## config.mk

```make
export PLATFORM = sky130hd
export DESIGN_NAME = i2cm_core
export DESIGN_NICKNAME = d
export VERILOG_FILES = /design/src/logic/i2cm_pkg.sv /design/src/logic/i2cm_core.sv /design/src/logic/i2cm_sync.sv
export SDC_FILE = /design/constraint.sdc
export NUM_CORES = 1
export LEC_CHECK = 0
export BUFFER_PORTS_ARGS = -buffer_cell sky130_fd_sc_hd__buf_2
export CORE_UTILIZATION = 52
export CTS_CLUSTER_DIAMETER = 40
export DETAILED_ROUTE_END_ITERATION = 7
export PLACE_DENSITY = 0.77
export SYNTH_ARGS = -nofsm -noshare
export SYNTH_HDL_FRONTEND = slang
export SYNTH_HIERARCHICAL = 1
export SYNTH_SLANG_ARGS = --single-unit
```

## constraint.sdc

```tcl
create_clock -name ref_clk_in -period 3.06 [get_ports ref_clk_in]
set_clock_uncertainty 0.05 [all_clocks]
set_input_delay 0.612 -clock ref_clk_in [delete_from_list [all_inputs] [get_ports ref_clk_in]]
set_output_delay 0.612 -clock ref_clk_in [all_outputs]
set_load 0.005 [all_outputs]
```

## src/logic/i2cm_pkg.sv

```systemverilog
// Purpose: Shared constants and types of the I2C master sequencer block.
// Assumes: 50 MHz ref_clk_in, APB register access with 32-bit data.
// Notes: Offsets are byte addresses; each register takes one aligned word.
package i2cm_pkg;

  // ****************************************************************
  // Register map and fields
  // ****************************************************************
  localparam logic [7:0] OFS_IRQ_EN = 8'h00;
  localparam logic [7:0] OFS_STATUS = 8'h04;
  localparam logic [7:0] OFS_IRQ_PEND = 8'h08;
  localparam logic [7:0] OFS_CMD = 8'h0C;
  localparam logic [7:0] OFS_FILT0 = 8'h10;
  localparam logic [7:0] OFS_FILT1 = 8'h14;

  localparam int IRQ_RESTART = 5;
  localparam int IRQ_START = 4;
  localparam int IRQ_END = 6;
  localparam int IRQ_DROP = 7;
  localparam int IRQ_CLKGEN_LEAVE = 15;
  localparam int IRQ_CLKGEN_BEGIN = 16;
  localparam int IRQ_FILTER = 17;
  localparam logic [31:0] IRQ_VALID = 32'h0003_80FF;

  // Status bits; command bits 4..7 share the request positions.
  localparam int ST_BUSY = 0;
  localparam int ST_START = 4;
  localparam int ST_STOP = 5;
  localparam int ST_DROP = 6;
  localparam int ST_RECOVER = 7;
  localparam int ST_DROPPED_LO = 9;
  localparam int CMD_RESTART = 8;

  localparam int FLT_TEN = 14;
  localparam int FLT_EN = 15;

  localparam logic [31:0] RST_WORD = 32'h0000_0000;

  // ****************************************************************
  // Timing
  // ****************************************************************
  localparam int CLK_PERIOD_NS = 20;
  localparam int SCL_HALF_NS = 5000;
  localparam int SCL_HALF_CYC = SCL_HALF_NS / CLK_PERIOD_NS;
  localparam logic [3:0] RECOVER_PULSES = 4'h9;

  // ****************************************************************
  // Types
  // ****************************************************************
  typedef enum logic [3:0] {
    SQ_IDLE, SQ_START_SDA, SQ_START_SCL, SQ_FRAME, SQ_RESTART_SDA, SQ_RESTART_SCL,
    SQ_STOP_SDA, SQ_STOP_SCL, SQ_STOP_REL, SQ_REC_LOW, SQ_REC_HIGH, SQ_DROP
  } i2cm_seq_t;

  typedef struct packed {
    logic scl;
    logic sda;
  } i2cm_line_t;

  typedef struct packed {
    logic en;
    logic ten;
    logic [9:0] addr;
  } i2cm_filt_t;

  // Request bits: [0] start, [1] stop, [2] drop, [3] recover.
  typedef struct packed {
    logic [31:0] irq_en;
    logic [31:0] pend;
    logic [3:0] req;
    logic restart;
    logic [2:0] dropped;
    i2cm_filt_t filt0;
    i2cm_filt_t filt1;
    i2cm_seq_t seq;
    logic [15:0] cnt;
    logic [3:0] pulses;
    logic [31:0] prdata;
    logic [1:0] hit;
    i2cm_line_t drv;
    logic irq;
  } i2cm_state_t;

endpackage

```

## src/logic/i2cm_core.sv

```systemverilog
// Purpose: APB-controlled I2C master sequencer with interrupts and status.
// Assumes: Open-drain SCL/SDA with external pull-ups; APB slave, no wait states.
// Notes: Byte and acknowledge shifting live elsewhere and report through event inputs.
`timescale 1ns/1ps
module i2cm_core import i2cm_pkg::*; #(
  parameter int HALF_CYC = SCL_HALF_CYC
) (
  input wire logic ref_clk_in, // System clock, 50 MHz.
  input wire logic rst_n_in, // Asynchronous reset, active low.
  input wire logic psel_in, // APB select.
  input wire logic penable_in, // APB enable.
  input wire logic pwrite_in, // APB direction, 1 is write.
  input wire logic [7:0] paddr_in, // APB byte address.
  input wire logic [31:0] pwdata_in, // APB write data.
  output logic [31:0] prdata_out, // APB read data.
  output logic pready_out, // APB ready.
  output logic pslverr_out, // APB error on unmapped address.
  input wire logic scl_in, // SCL pin level.
  output logic scl_out, // SCL output value, always low.
  output logic scl_oe_out, // SCL pulled low while high.
  input wire logic sda_in, // SDA pin level.
  output logic sda_out, // SDA output value, always low.
  output logic sda_oe_out, // SDA pulled low while high.
  input wire logic [3:0] xfer_ev_in, // Pulses: rx data, rx ack, tx data, tx ack.
  input wire logic addr_valid_in, // Pulse: a received address is on addr_in.
  input wire logic [9:0] addr_in, // Received slave address.
  input wire logic addr_ten_in, // Received address is 10-bit.
  output logic [1:0] filter_hit_out, // Entries matching the last address.
  output logic busy_out, // Master busy level.
  output logic irq_out // Interrupt level.
);

  // ****************************************************************
  // Decoding helpers
  // ****************************************************************
  function automatic logic addr_ok(input logic [7:0] a);
    addr_ok = (a == OFS_IRQ_EN) || (a == OFS_STATUS) || (a == OFS_IRQ_PEND) ||
              (a == OFS_CMD) || (a == OFS_FILT0) || (a == OFS_FILT1);
  endfunction

  function automatic logic flt_match(input i2cm_filt_t f, input logic [9:0] a, input logic ten);
    if (!f.en || (f.ten != ten)) begin
      flt_match = 1'b0;
    end else if (ten) begin
      flt_match = (f.addr == a);
    end else begin
      flt_match = (f.addr[6:0] == a[6:0]);
    end
  endfunction

  function automatic logic [31:0] flt_word(input i2cm_filt_t f);
    flt_word = RST_WORD;
    flt_word[9:0] = f.addr;
    flt_word[FLT_TEN] = f.ten;
    flt_word[FLT_EN] = f.en;
  endfunction

  function automatic i2cm_filt_t flt_load(input logic [31:0] w);
    flt_load.addr = w[9:0];
    flt_load.ten = w[FLT_TEN];
    flt_load.en = w[FLT_EN];
  endfunction

  // ****************************************************************
  // Bus line synchronisers
  // ****************************************************************
  i2cm_line_t line_s;

  i2cm_sync #(
    .W(2)
  ) u_sync (
    .ref_clk_in(ref_clk_in),
    .rst_n_in(rst_n_in),
    .d_in({scl_in, sda_in}),
    .q_out(line_s)
  );

  // ****************************************************************
  // State and next-state logic
  // ****************************************************************
  i2cm_state_t s_r;
  i2cm_state_t s_nxt;
  logic acc;
  logic wr;
  logic need_hi;
  logic adv;
  logic tick;
  logic busy;
  logic [31:0] ev;
  logic [31:0] status;
  logic [31:0] rd;
  logic [2:0] dset;

  // ****************************************************************
  // Address filter entries
  // ****************************************************************
  // Entry views are kept as an array so that the comparators come from one loop.
  i2cm_filt_t filt [2];
  logic [1:0] match;

  assign filt[0] = s_r.filt0;
  assign filt[1] = s_r.filt1;

  for (genvar i = 0; i < 2; i++) begin : g_filt
    assign match[i] = flt_match(filt[i], addr_in, addr_ten_in);
  end

  always_comb begin
    s_nxt = s_r;
    ev = RST_WORD;
    dset = 3'b000;
    acc = psel_in && penable_in && addr_ok(paddr_in);
    wr = acc && pwrite_in;

    busy = (s_r.seq != SQ_IDLE) || (s_r.req != 4'h0);

    status = RST_WORD;
    status[ST_BUSY] = busy;
    status[ST_START] = s_r.req[0];
    status[ST_STOP] = s_r.req[1];
    status[ST_DROP] = s_r.req[2];
    status[ST_RECOVER] = s_r.req[3];
    status[ST_DROPPED_LO+2:ST_DROPPED_LO] = s_r.dropped;

    // Waits for a released SCL stall the half-period count, so a slave may stretch the clock.
    need_hi = (s_r.seq == SQ_START_SDA) || (s_r.seq == SQ_RESTART_SCL) ||
              (s_r.seq == SQ_STOP_SCL) || (s_r.seq == SQ_REC_HIGH);
    adv = !need_hi || line_s.scl;
    // A slave still holding SDA stalls the restart count, so it cannot run past its end and hang.
    if (s_r.seq == SQ_RESTART_SCL) begin
      adv = adv && line_s.sda;
    end
    tick = adv && (s_r.cnt == 16'(HALF_CYC - 1));

    if (s_r.req[2] && (s_r.seq != SQ_DROP)) begin
      dset = {s_r.req[3], s_r.req[1], s_r.req[0]};
      s_nxt.req[0] = 1'b0;
      s_nxt.req[1] = 1'b0;
      s_nxt.req[3] = 1'b0;
      s_nxt.restart = 1'b0;
      s_nxt.seq = SQ_DROP;
    end else begin
      unique case (s_r.seq)
        SQ_IDLE: begin
          if (s_r.req[3]) begin
            s_nxt.pulses = 4'h0;
            s_nxt.seq = SQ_REC_LOW;
          end else if (s_r.req[0]) begin
            s_nxt.seq = SQ_START_SDA;
          end else if (s_r.req[1]) begin
            // No frame to close, so the stop completes at once.
            s_nxt.req[1] = 1'b0;
            ev[IRQ_END] = 1'b1;
          end
        end
        SQ_START_SDA: begin
          if (tick) begin
            s_nxt.seq = SQ_START_SCL;
          end
        end
        SQ_START_SCL: begin
          if (tick) begin
            s_nxt.req[0] = 1'b0;
            s_nxt.restart = 1'b0;
            ev[IRQ_RESTART] = s_r.restart;
            ev[IRQ_START] = !s_r.restart;
            s_nxt.seq = SQ_FRAME;
          end
        end
        SQ_FRAME: begin
          if (s_r.req[0]) begin
            s_nxt.seq = SQ_RESTART_SDA;
          end else if (s_r.req[1]) begin
            s_nxt.seq = SQ_STOP_SDA;
          end
        end
        SQ_RESTART_SDA: begin
          if (tick) begin
            s_nxt.seq = SQ_RESTART_SCL;
          end
        end
        SQ_RESTART_SCL: begin
          if (tick && line_s.sda) begin
            s_nxt.seq = SQ_START_SDA;
          end
        end
        SQ_STOP_SDA: begin
          if (tick) begin
            s_nxt.seq = SQ_STOP_SCL;
          end
        end
        SQ_STOP_SCL: begin
          if (tick) begin
            s_nxt.seq = SQ_STOP_REL;
          end
        end
        SQ_STOP_REL: begin
          if (tick) begin
            s_nxt.req[1] = 1'b0;
            ev[IRQ_END] = 1'b1;
            s_nxt.seq = SQ_IDLE;
          end
        end
        SQ_REC_LOW: begin
          if (tick) begin
            s_nxt.seq = SQ_REC_HIGH;
          end
        end
        SQ_REC_HIGH: begin
          if (tick) begin
            // Stops early once the slave lets SDA go, and gives up after the last pulse.
            if (line_s.sda || (s_r.pulses == RECOVER_PULSES - 4'h1)) begin
              s_nxt.req[3] = 1'b0;
              s_nxt.seq = SQ_IDLE;
            end else begin
              s_nxt.pulses = s_r.pulses + 4'h1;
              s_nxt.seq = SQ_REC_LOW;
            end
          end
        end
        SQ_DROP: begin
          // Lines are already released here; the drop event fires as the master goes idle.
          s_nxt.req[2] = 1'b0;
          ev[IRQ_DROP] = 1'b1;
          s_nxt.seq = SQ_IDLE;
        end
      endcase
    end

    // The count restarts on every change of state; in idle and in a frame nothing waits on it.
    if (s_nxt.seq != s_r.seq) begin
      s_nxt.cnt = 16'h0000;
    end else if (adv) begin
      s_nxt.cnt = s_r.cnt + 16'h0001;
    end
    // The clock generator runs whenever the sequencer is out of idle.
    ev[IRQ_CLKGEN_BEGIN] = (s_r.seq == SQ_IDLE) && (s_nxt.seq != SQ_IDLE);
    ev[IRQ_CLKGEN_LEAVE] = (s_r.seq != SQ_IDLE) && (s_nxt.seq == SQ_IDLE);
    ev[3:0] = xfer_ev_in;

    if (addr_valid_in) begin
      s_nxt.hit = match;
      ev[IRQ_FILTER] = |s_nxt.hit;
    end

    // Requests written this cycle are ORed in after the sequencer, so a completion never eats them.
    if (wr && (paddr_in == OFS_CMD)) begin
      s_nxt.req = s_nxt.req | {pwdata_in[ST_RECOVER], pwdata_in[ST_DROP], pwdata_in[ST_STOP],
                               pwdata_in[ST_START] | pwdata_in[CMD_RESTART]};
      s_nxt.restart = s_nxt.restart | pwdata_in[CMD_RESTART];
    end
    if (wr && (paddr_in == OFS_IRQ_EN)) begin
      s_nxt.irq_en = pwdata_in & IRQ_VALID;
    end
    if (wr && (paddr_in == OFS_FILT0)) begin
      s_nxt.filt0 = flt_load(pwdata_in);
    end
    if (wr && (paddr_in == OFS_FILT1)) begin
      s_nxt.filt1 = flt_load(pwdata_in);
    end

    // write one to clear, set wins
    s_nxt.pend = (s_r.pend & ~((wr && (paddr_in == OFS_IRQ_PEND)) ? pwdata_in : RST_WORD)) |
                 (ev & IRQ_VALID);
    s_nxt.dropped = (s_r.dropped & ~((wr && (paddr_in == OFS_STATUS)) ?
                     pwdata_in[ST_DROPPED_LO+2:ST_DROPPED_LO] : 3'b000)) | dset;

    // Read data is captured in the setup cycle and shown in the access cycle.
    unique case (paddr_in)
      OFS_IRQ_EN: rd = s_r.irq_en;
      OFS_STATUS: rd = status;
      OFS_IRQ_PEND: rd = s_r.pend;
      OFS_FILT0: rd = flt_word(s_r.filt0);
      OFS_FILT1: rd = flt_word(s_r.filt1);
      default: rd = RST_WORD;
    endcase
    if (psel_in && !penable_in) begin
      s_nxt.prdata = rd;
    end

    s_nxt.drv.scl = (s_nxt.seq == SQ_START_SCL) || (s_nxt.seq == SQ_FRAME) ||
                    (s_nxt.seq == SQ_RESTART_SDA) || (s_nxt.seq == SQ_STOP_SDA) ||
                    (s_nxt.seq == SQ_REC_LOW);
    s_nxt.drv.sda = (s_nxt.seq == SQ_START_SDA) || (s_nxt.seq == SQ_START_SCL) ||
                    (s_nxt.seq == SQ_STOP_SDA) || (s_nxt.seq == SQ_STOP_SCL);
    s_nxt.irq = |(s_nxt.pend & s_nxt.irq_en);
  end

  // ****************************************************************
  // State register
  // ****************************************************************
  always_ff @(posedge ref_clk_in or negedge rst_n_in) begin
    if (!rst_n_in) begin
      s_r <= '0;
    end else begin
      s_r <= s_nxt;
    end
  end

  // ****************************************************************
  // Outputs
  // ****************************************************************
  assign prdata_out = s_r.prdata;
  // No wait states: every access phase completes in its first cycle.
  assign pready_out = 1'b1;
  assign pslverr_out = psel_in && penable_in && !addr_ok(paddr_in);
  assign scl_out = 1'b0;
  assign sda_out = 1'b0;
  assign scl_oe_out = s_r.drv.scl;
  assign sda_oe_out = s_r.drv.sda;
  assign filter_hit_out = s_r.hit;
  assign busy_out = busy;
  assign irq_out = s_r.irq;

endmodule

```

## src/logic/i2cm_sync.sv

```systemverilog
// Purpose: Two-stage synchroniser for the sampled bus lines.
// Assumes: Inputs are asynchronous to ref_clk_in.
// Notes: The first stage feeds only the second stage.
`timescale 1ns/1ps
module i2cm_sync import i2cm_pkg::*; #(
  parameter int W = 2
) (
  input wire logic ref_clk_in, // System clock.
  input wire logic rst_n_in, // Asynchronous reset, active low.
  input wire logic [W-1:0] d_in, // Asynchronous level.
  output logic [W-1:0] q_out // Synchronised level.
);

  logic [W-1:0] meta_r;
  logic [W-1:0] sync_r;

  // Lines idle high on an I2C bus, so reset to released.
  always_ff @(posedge ref_clk_in or negedge rst_n_in) begin
    if (!rst_n_in) begin
      meta_r <= '1;
      sync_r <= '1;
    end else begin
      meta_r <= d_in;
      sync_r <= meta_r;
    end
  end

  assign q_out = sync_r;

endmodule

```

==> results.md, run 1 <==
* Final hold violation count at 0
* Worst-margin pin slew at between 600 and 700 ps
* Worst path required time at between 3000 and 4000 ps
* Worst-skew pair later-pin latency at approximately 420 ps
* Max-cap violations at 0
* RSZ-0062 raised after global routing: yes
* Initial DRC count at approximately 400
* CTS Buf Count at 17
* Total track usage at between 20% and 30%
* Power share of the sequential group at 43.1%
* Synth cell count leaders: dfrtp_1, nand2_1, mux2i_1, buf_4, o21ai_0
* Hold_buf cts at 0
* Max Clk Rate at 0.3320 GHz
* Vias at between 6000 and 7000
* Largest net degree at the start of global routing at between 70 and 80
* Port Buffers at 101
* Gr ovfl total at 0
* Ys flop type: dfrtp_1
* CTS max path bufs at 2
* PD cells at around 550 nW/um^2
* Clk root buf: clkbuf_16
* Slowest-stage cell, CP: nor4_2
* Fillers at 1234
* Synth area leaders: dfrtp_1, mux2i_1, mux2_2, buf_4, nand2_1
* TritonCTS clock tree: done
* Status: complete, no violations
* Row count at 45
* Crit path cell chain: nor4_2, nand4_4, nor4_4, a21oi_2, o31ai_4, xnor2_1, or4_1, buf_6, buf_12, nor2_1
* Mean Syn Cell Area at 10.70 sq um
* Clk sinks at 161
* Routed Antenna Nets at 0
* Die H at roughly 130 um
* Layout cell share with drive strength beyond 1 at ~28%
* Final setup violating endpoints at 0
* Total wire length at 18990 um
* Final TNS setup at 0 ps
* Vias in the first global route at between 5000 and 6000
* Post-route minimum period at approximately 3000 ps
* Layout area overhead at 16.38%
* EDFF count, synth at 0
* Number of synthesized register bits at approximately 160
* Io pins at 105
* Fin util at approximately 62%
* Distinct cells, synth at 67
* Synthesized area at between 8000 and 9000 sq um
* Max layer used: met4
* DR vias/cell at roughly 5.6
* GPL Wtd Cong at between 0.8 and 0.9
* Post-synth top area cell: dfrtp_1
* Antenna diode count at 0
* Met2 WL at about 9500 um
* Die area at 16210 sq um
* M1 wire length at 8362 um
* Final period util at between 90% and 100%
* CP Launch Type: flop
* Nets at around 930
* Initial DRT Pass Iterations at 5
* Initial Util at approximately 54%
* CP Max Fanout at 9
* Rel. slew slack at between 50% and 60%
* HP Class: in2async
* Crit end category: flop
* Clock group share of total power at between 30% and 40%
* Crit path DAT at 3320 ps
* Post-synth top area share at 48.12%
* Warnings, synthesis at 6
* Switching pwr at about 1.5 mW
* First-pass GRT wire length at between 30000 and 40000 um
* Worst vdd ir at approximately 0.45 mV
* Sequential area share after synthesis at 49.41%
* Final Slew Violations at 0
* Initial antenna violation count at 0
* Die Wd at between 100 and 150 um
* DRC Markers at 0
* Top-count cell post-synth: dfrtp_1
* CTS clk-pin slew, worst paths at 70 ps
* Pleak at 4.490 nW
* P_int at 3.698 mW
* Cells after synthesis at ~760
* Critical path type: reg2reg
* Core area at 15260 sq um
* Switch share at 28.68%
* CP max stage delay at 450 ps
* Proportion of synthesized flip-flops having asynchronous set or reset at between 90% and 100%
* H-tree levels at 4
* Met3 wire length at 828 um
* Comb pwr share at 18.0%
* Post-DR wirelength/cell at roughly 18 um
* DP HPWL at about 14000 um
==> worst paths after layout <==
kind	start	endpoint	slack, ps	cells after the start
hold reg to reg	u_sync/meta_r[0]	u_sync/q_out[0]	310	0
setup / recovery	s_r[43]	s_r[45]	50	10
max in group asynchronous	rst_n_in	u_sync/q_out[0]	2060	2
hold / removal	rst_n_in	prdata_out[21]	140	1
setup reg to reg	s_r[43]	s_r[45]	50	10
min in group ref_clk_in	scl_in	u_sync/meta_r[1]	230	1
==> layout make-up <==
cell class	count	area, sq um	area share, %
Clock inverter	12	121.4	1.277
Clock buffer	20	436.7	4.596
Inverter	19	71.32	0.7506
Multi-Input combinational cell	514	3676	38.69
Timing Repair Buffer	147	898.4	9.455
Tap cell	211	264.0	2.779
Sequential cell	161	4034	42.45
==> metal layers <==
| metal | GRT usage, % | vias up |
|---|---|---|
| met5 | 0 | - |
| met4 | 8.333 | 0 |
| met3 | 4.858 | 26 |
| met2 | 41.37 | 152 |
| met1 | 32.39 | 3021 |
| li1 | - | 2878 |
==> through the flow <==
step                      area (sq um)  cells  hold WS (ps)  total power [mW]  setup slack, ps
final                             9502   1084         135.5             5.185            48.15
after global routing              9502   1084         193.2             5.390           -83.49
after CTS                         9444   1082         170.1             5.193            68.92
after detailed placement          8881   1050         300.6             3.170           -336.6
after global placement            8881   1050         295.5             3.163           -236.9
after floorplan                   8168    764         266.4             2.876            155.0
==> logic make-up (layout without fill, tap and decap cells) <==
logic type	after synthesis	after routing	share of synthesized area, %
compound gates	152	152	13.20
xor+xnor	40	40	4.291
fa+ha+maj	4	4	0.6131
buf+inv	89	198	6.222
flops	161	161	49.41
mux	80	80	10.34
other cells	2	3	0.09199
simple gates	235	235	15.83
==> power groups by stage <==
| stage | Sequential [mW] | Clock [mW] | Combinational (mW) |
|---|---|---|---|
| floorplan | 2.26 | 0 | 0.612 |
| global placement | 2.27 | 0 | 0.890 |
| detailed placement | 2.27 | 0 | 0.896 |
| CTS | 2.24 | 2.05 | 0.904 |
| global route | 2.24 | 2.14 | 1.01 |
| finish | 2.24 | 2.01 | 0.934 |
==> critical path: cells and delay by family (launching register included) <==
| family | cells | cell delay (ps) |
|---|---|---|
| xor+xnor | 1 | 80 |
| compound gates | 2 | 410 |
| buf+inv | 2 | 340 |
| flops | 1 | 440 |
| simple gates | 5 | 1620 |
==> cells in the final DEF (no fill, tap or decap), drive strengths merged, types with 5 or more instances in the layout <==
cell type,instances
a32o,6
o22ai,14
o31ai,7
xnor2,19
nor2,42
o21ai,40
inv,24
xor2,21
a22o,15
nand3,17
dfrtp,157
nor4,10
nor3,7
clkbuf,20
nand2b,5
a21oi,18
a21boi,21
buf,147
nand2,77
mux2i,45
and2,31
nor2b,6
nand4,14
mux2,35
==> timing repair <==
item | CTS | global route
gates resized for setup | 1 | 9
pin swaps | 0 | 1
setup endpoints to repair | 9 | 11
cloned | 0 | 0
buffers inserted | 0 | 2
==> state kept, by name (all words and copies together), names as in the netlist <==
signal          count
scl_oe_out          1
u_sync/q_out        2
irq_out             1
filt               24
prdata_out         32
s_r                96
sda_oe_out          1
filter_hit_out      2
u_sync/meta_r       2
Note: power is estimated with default switching activity, not from simulation.
==> inputs of run 2 (changes only) <==
--- a/config.mk
+++ b/config.mk
@@ -9,7 +9,7 @@
 export CORE_UTILIZATION = 52
 export CTS_CLUSTER_DIAMETER = 40
 export DETAILED_ROUTE_END_ITERATION = 7
-export PLACE_DENSITY = 0.77
+export PLACE_DENSITY = 0.74
 export SYNTH_ARGS = -nofsm -noshare
 export SYNTH_HDL_FRONTEND = slang
 export SYNTH_HIERARCHICAL = 1
==> constraint.sdc (replaced) <==
create_clock -name ref_clk_in -period 3.8 [get_ports ref_clk_in]
set_clock_uncertainty 0.05 [all_clocks]
set_input_delay 0.76 -clock ref_clk_in [delete_from_list [all_inputs] [get_ports ref_clk_in]]
set_output_delay 0.76 -clock ref_clk_in [all_outputs]
set_load 0.005 [all_outputs]
==> run 2 against run 1 <==
Against the previous run: register-to-register slack better by 470 ps; clock-buffer cell count is 1 lower; via count is 0.41% lower; die area stayed put; highest routed layer unchanged.
==> results.md, run 2 (synthesized netlist as in run 1, its figures left out) <==
* Gr ovfl total at 0 (unchanged)
* Final Slew Violations at 0 (unchanged)
* Crit path DAT at 3570 ps (+250 ps)
* H-tree levels at 4 (unchanged)
* Nets at 902 (-2.7%)
* Clk sinks at 161 (unchanged)
* Final period util at 86.44% (-12 points)
* Met3 wire length at 775 um (-6.4%)
* CTS clk-pin slew, worst paths at 60 ps (about the same)
* Total track usage at 24.68% (-0.084 points)
* Initial DRC count at 369 (-7.5%)
* GPL Wtd Cong at 0.8763 (-1.6%)
* Critical path type: reg2reg
* Slowest-stage cell, CP: dfrtp_1
* Io pins at 105 (unchanged)
* WHS Path Cells at 0
* Rel. slew slack at 41.04% (-14 points)
* Hold_buf cts at 0 (unchanged)
* Worst-skew pair later-pin latency at 420 ps (about the same)
* Max layer used: met4
* CTS Buf Count at 17 (unchanged)
* HP Class: reg2reg
* Final Hold Slack at 307.8 ps (+172.2 ps)
* Number of flip-flops in the largest register at 96 (unchanged)
* Port Buffers at 101 (unchanged)
* Biggest register: s_r
* Crit. Startpoint: s_r[58]
* Worst path required time at 4090 ps (+720 ps)
* M1 wire length at 8278 um (-1.0%)
* Post-DR wirelength/cell at 18.00 um (+2.7%)
* Dpl ws at 358.5 ps (+695.0 ps)
* R2R Setup Slk at 520 ps (+470 ps)
* Worst R2R Start: s_r[58]
* Final hold violation count at 0 (unchanged)
* Largest net degree at the start of global routing at 99 (+36%)
* RSZ-0062 raised after global routing: no
* Initial Util at 53.51% (unchanged)
* Row count at 45 (unchanged)
* CP Launch Type: flop
* R2R cell count at 9 (-1)
* Layout cell share with drive strength beyond 1 at 25.83% (-2.2 points)
* Final TNS setup at 0 ps (unchanged)
* Die Wd at 127.3 um (unchanged)
* Post-route minimum period at 3285 ps (+272.9 ps)
* Antenna diode count at 0 (unchanged)
* CP max stage delay at 650 ps (+200 ps)
* CP Max Fanout at 16 (+7)
* Max Clk Rate at 0.3044 GHz (-8.3%)
* First-pass GRT wire length at 30740 um (-0.40%)
* Commonest non-fill, non-tap cells in the layout: dfrtp_1, buf_2, nand2_1, mux2i_1, o21ai_0
* Max-cap violations at 0 (unchanged)
* Layout area overhead at 13.76%
* Initial antenna violation count at 0 (unchanged)
* Vias at 6052 (-0.41%)
* Vias in the first global route at 6118 (+2.1%)
* Worst setup endpoint: s_r[42]
* DRC Markers at 0 (unchanged)
* Commonest non-fill, non-tap cell in the layout: dfrtp_1
* Final setup violating endpoints at 0 (unchanged)
* Die H at 127.3 um (unchanged)
* Reg2reg end: s_r[42]
* CTS max path bufs at 2 (unchanged)
* Pleak at 4.384 nW (-2.4%)
* Core area at 15260 sq um (unchanged)
* Crit end category: flop
* Status: complete, no violations
* DP HPWL at 13840 um (+1.0%)
* # Post-CTS Setup Buffers at 0 (unchanged)
* DR vias/cell at 5.715 (+1.9%)
* Worst Slack Setup Final at 515.2 ps (+467.1 ps)
* Clk root buf: clkbuf_16
* Crit path cell chain: nand4bb_1, nor2_1, nor4_4, o311ai_1, a21oi_4, xnor2_1, or4_1, buf_4, a211oi_2
* TritonCTS clock tree: done
* Met2 WL at 9452 um (-0.59%)
* Post-cts sizing count at 0 (-1)
* Power, Total at 4.159 mW (-20%)
* Routed Antenna Nets at 0 (unchanged)
* Total wire length at 19070 um (+0.38%)
* Initial DRT Pass Iterations at 7 (+2)
* PD cells at 447.7 nW/um^2 (-18%)
* Worst-margin pin slew at 884.5 ps (+211.1 ps)
* Worst vdd ir at 0.3742 mV (-16%)
* Die area at 16210 sq um (unchanged)
-- run 2: metrics by stage --
step | utilization [%] | area (sq um) | cells
finish | 60.87 | 9288 | 1059
global route | 60.87 | 9288 | 1059
CTS | 60.87 | 9288 | 1059
detailed placement | 56.91 | 8683 | 1027
global placement | 56.91 | 8683 | 1027
floorplan | - | 8168 | 764
-- run 2: power breakdown --
group	internal [mW]	switching [mW]	total, mW
Clock	1.01	0.705	1.72
Sequential	1.76	0.0556	1.81
Combinational	0.220	0.406	0.626
Total	2.99	1.17	4.16
-- run 2: worst min-delay path by stage --
stage,end,from
global placement,u_sync/q_out[1],u_sync/meta_r[1]
finish,u_sync/q_out[1],u_sync/meta_r[1]
detailed placement,u_sync/q_out[1],u_sync/meta_r[1]
global route,u_sync/q_out[0],u_sync/meta_r[0]
floorplan,u_sync/q_out[0],u_sync/meta_r[0]
CTS,u_sync/q_out[1],u_sync/meta_r[1]
-- run 2: layout make-up --
| type | instances | area, sq um |
|---|---|---|
| clock inverters | 13 | 151.4 |
| clock buffers | 19 | 452.9 |
| well taps | 211 | 264.0 |
| fillers | 1217 | 5971 |
| multi-input cells | 514 | 3632 |
| inverters | 19 | 71.32 |
| flip-flops and latches | 161 | 4034 |
| repair buffers | 122 | 681.9 |
-- run 2: critical path, delay by kind of cell, from the launching register on --
| family | cells | cell delay [ps] |
|---|---|---|
| AO/OA/AOI/OAI | 3 | 760 |
| XOR/XNOR | 1 | 150 |
| buffers and inverters | 1 | 260 |
| flip-flops | 1 | 650 |
| AND/OR/NAND/NOR | 4 | 1320 |
-- run 2: routing by layer --
metal / GRT usage [%] / up-vias
li1: - / 2826
met1: 31.19 / 3000
met2: 41.31 / 186
met3: 4.146 / 40
met4: 12.11 / 0
met5: 0 / -
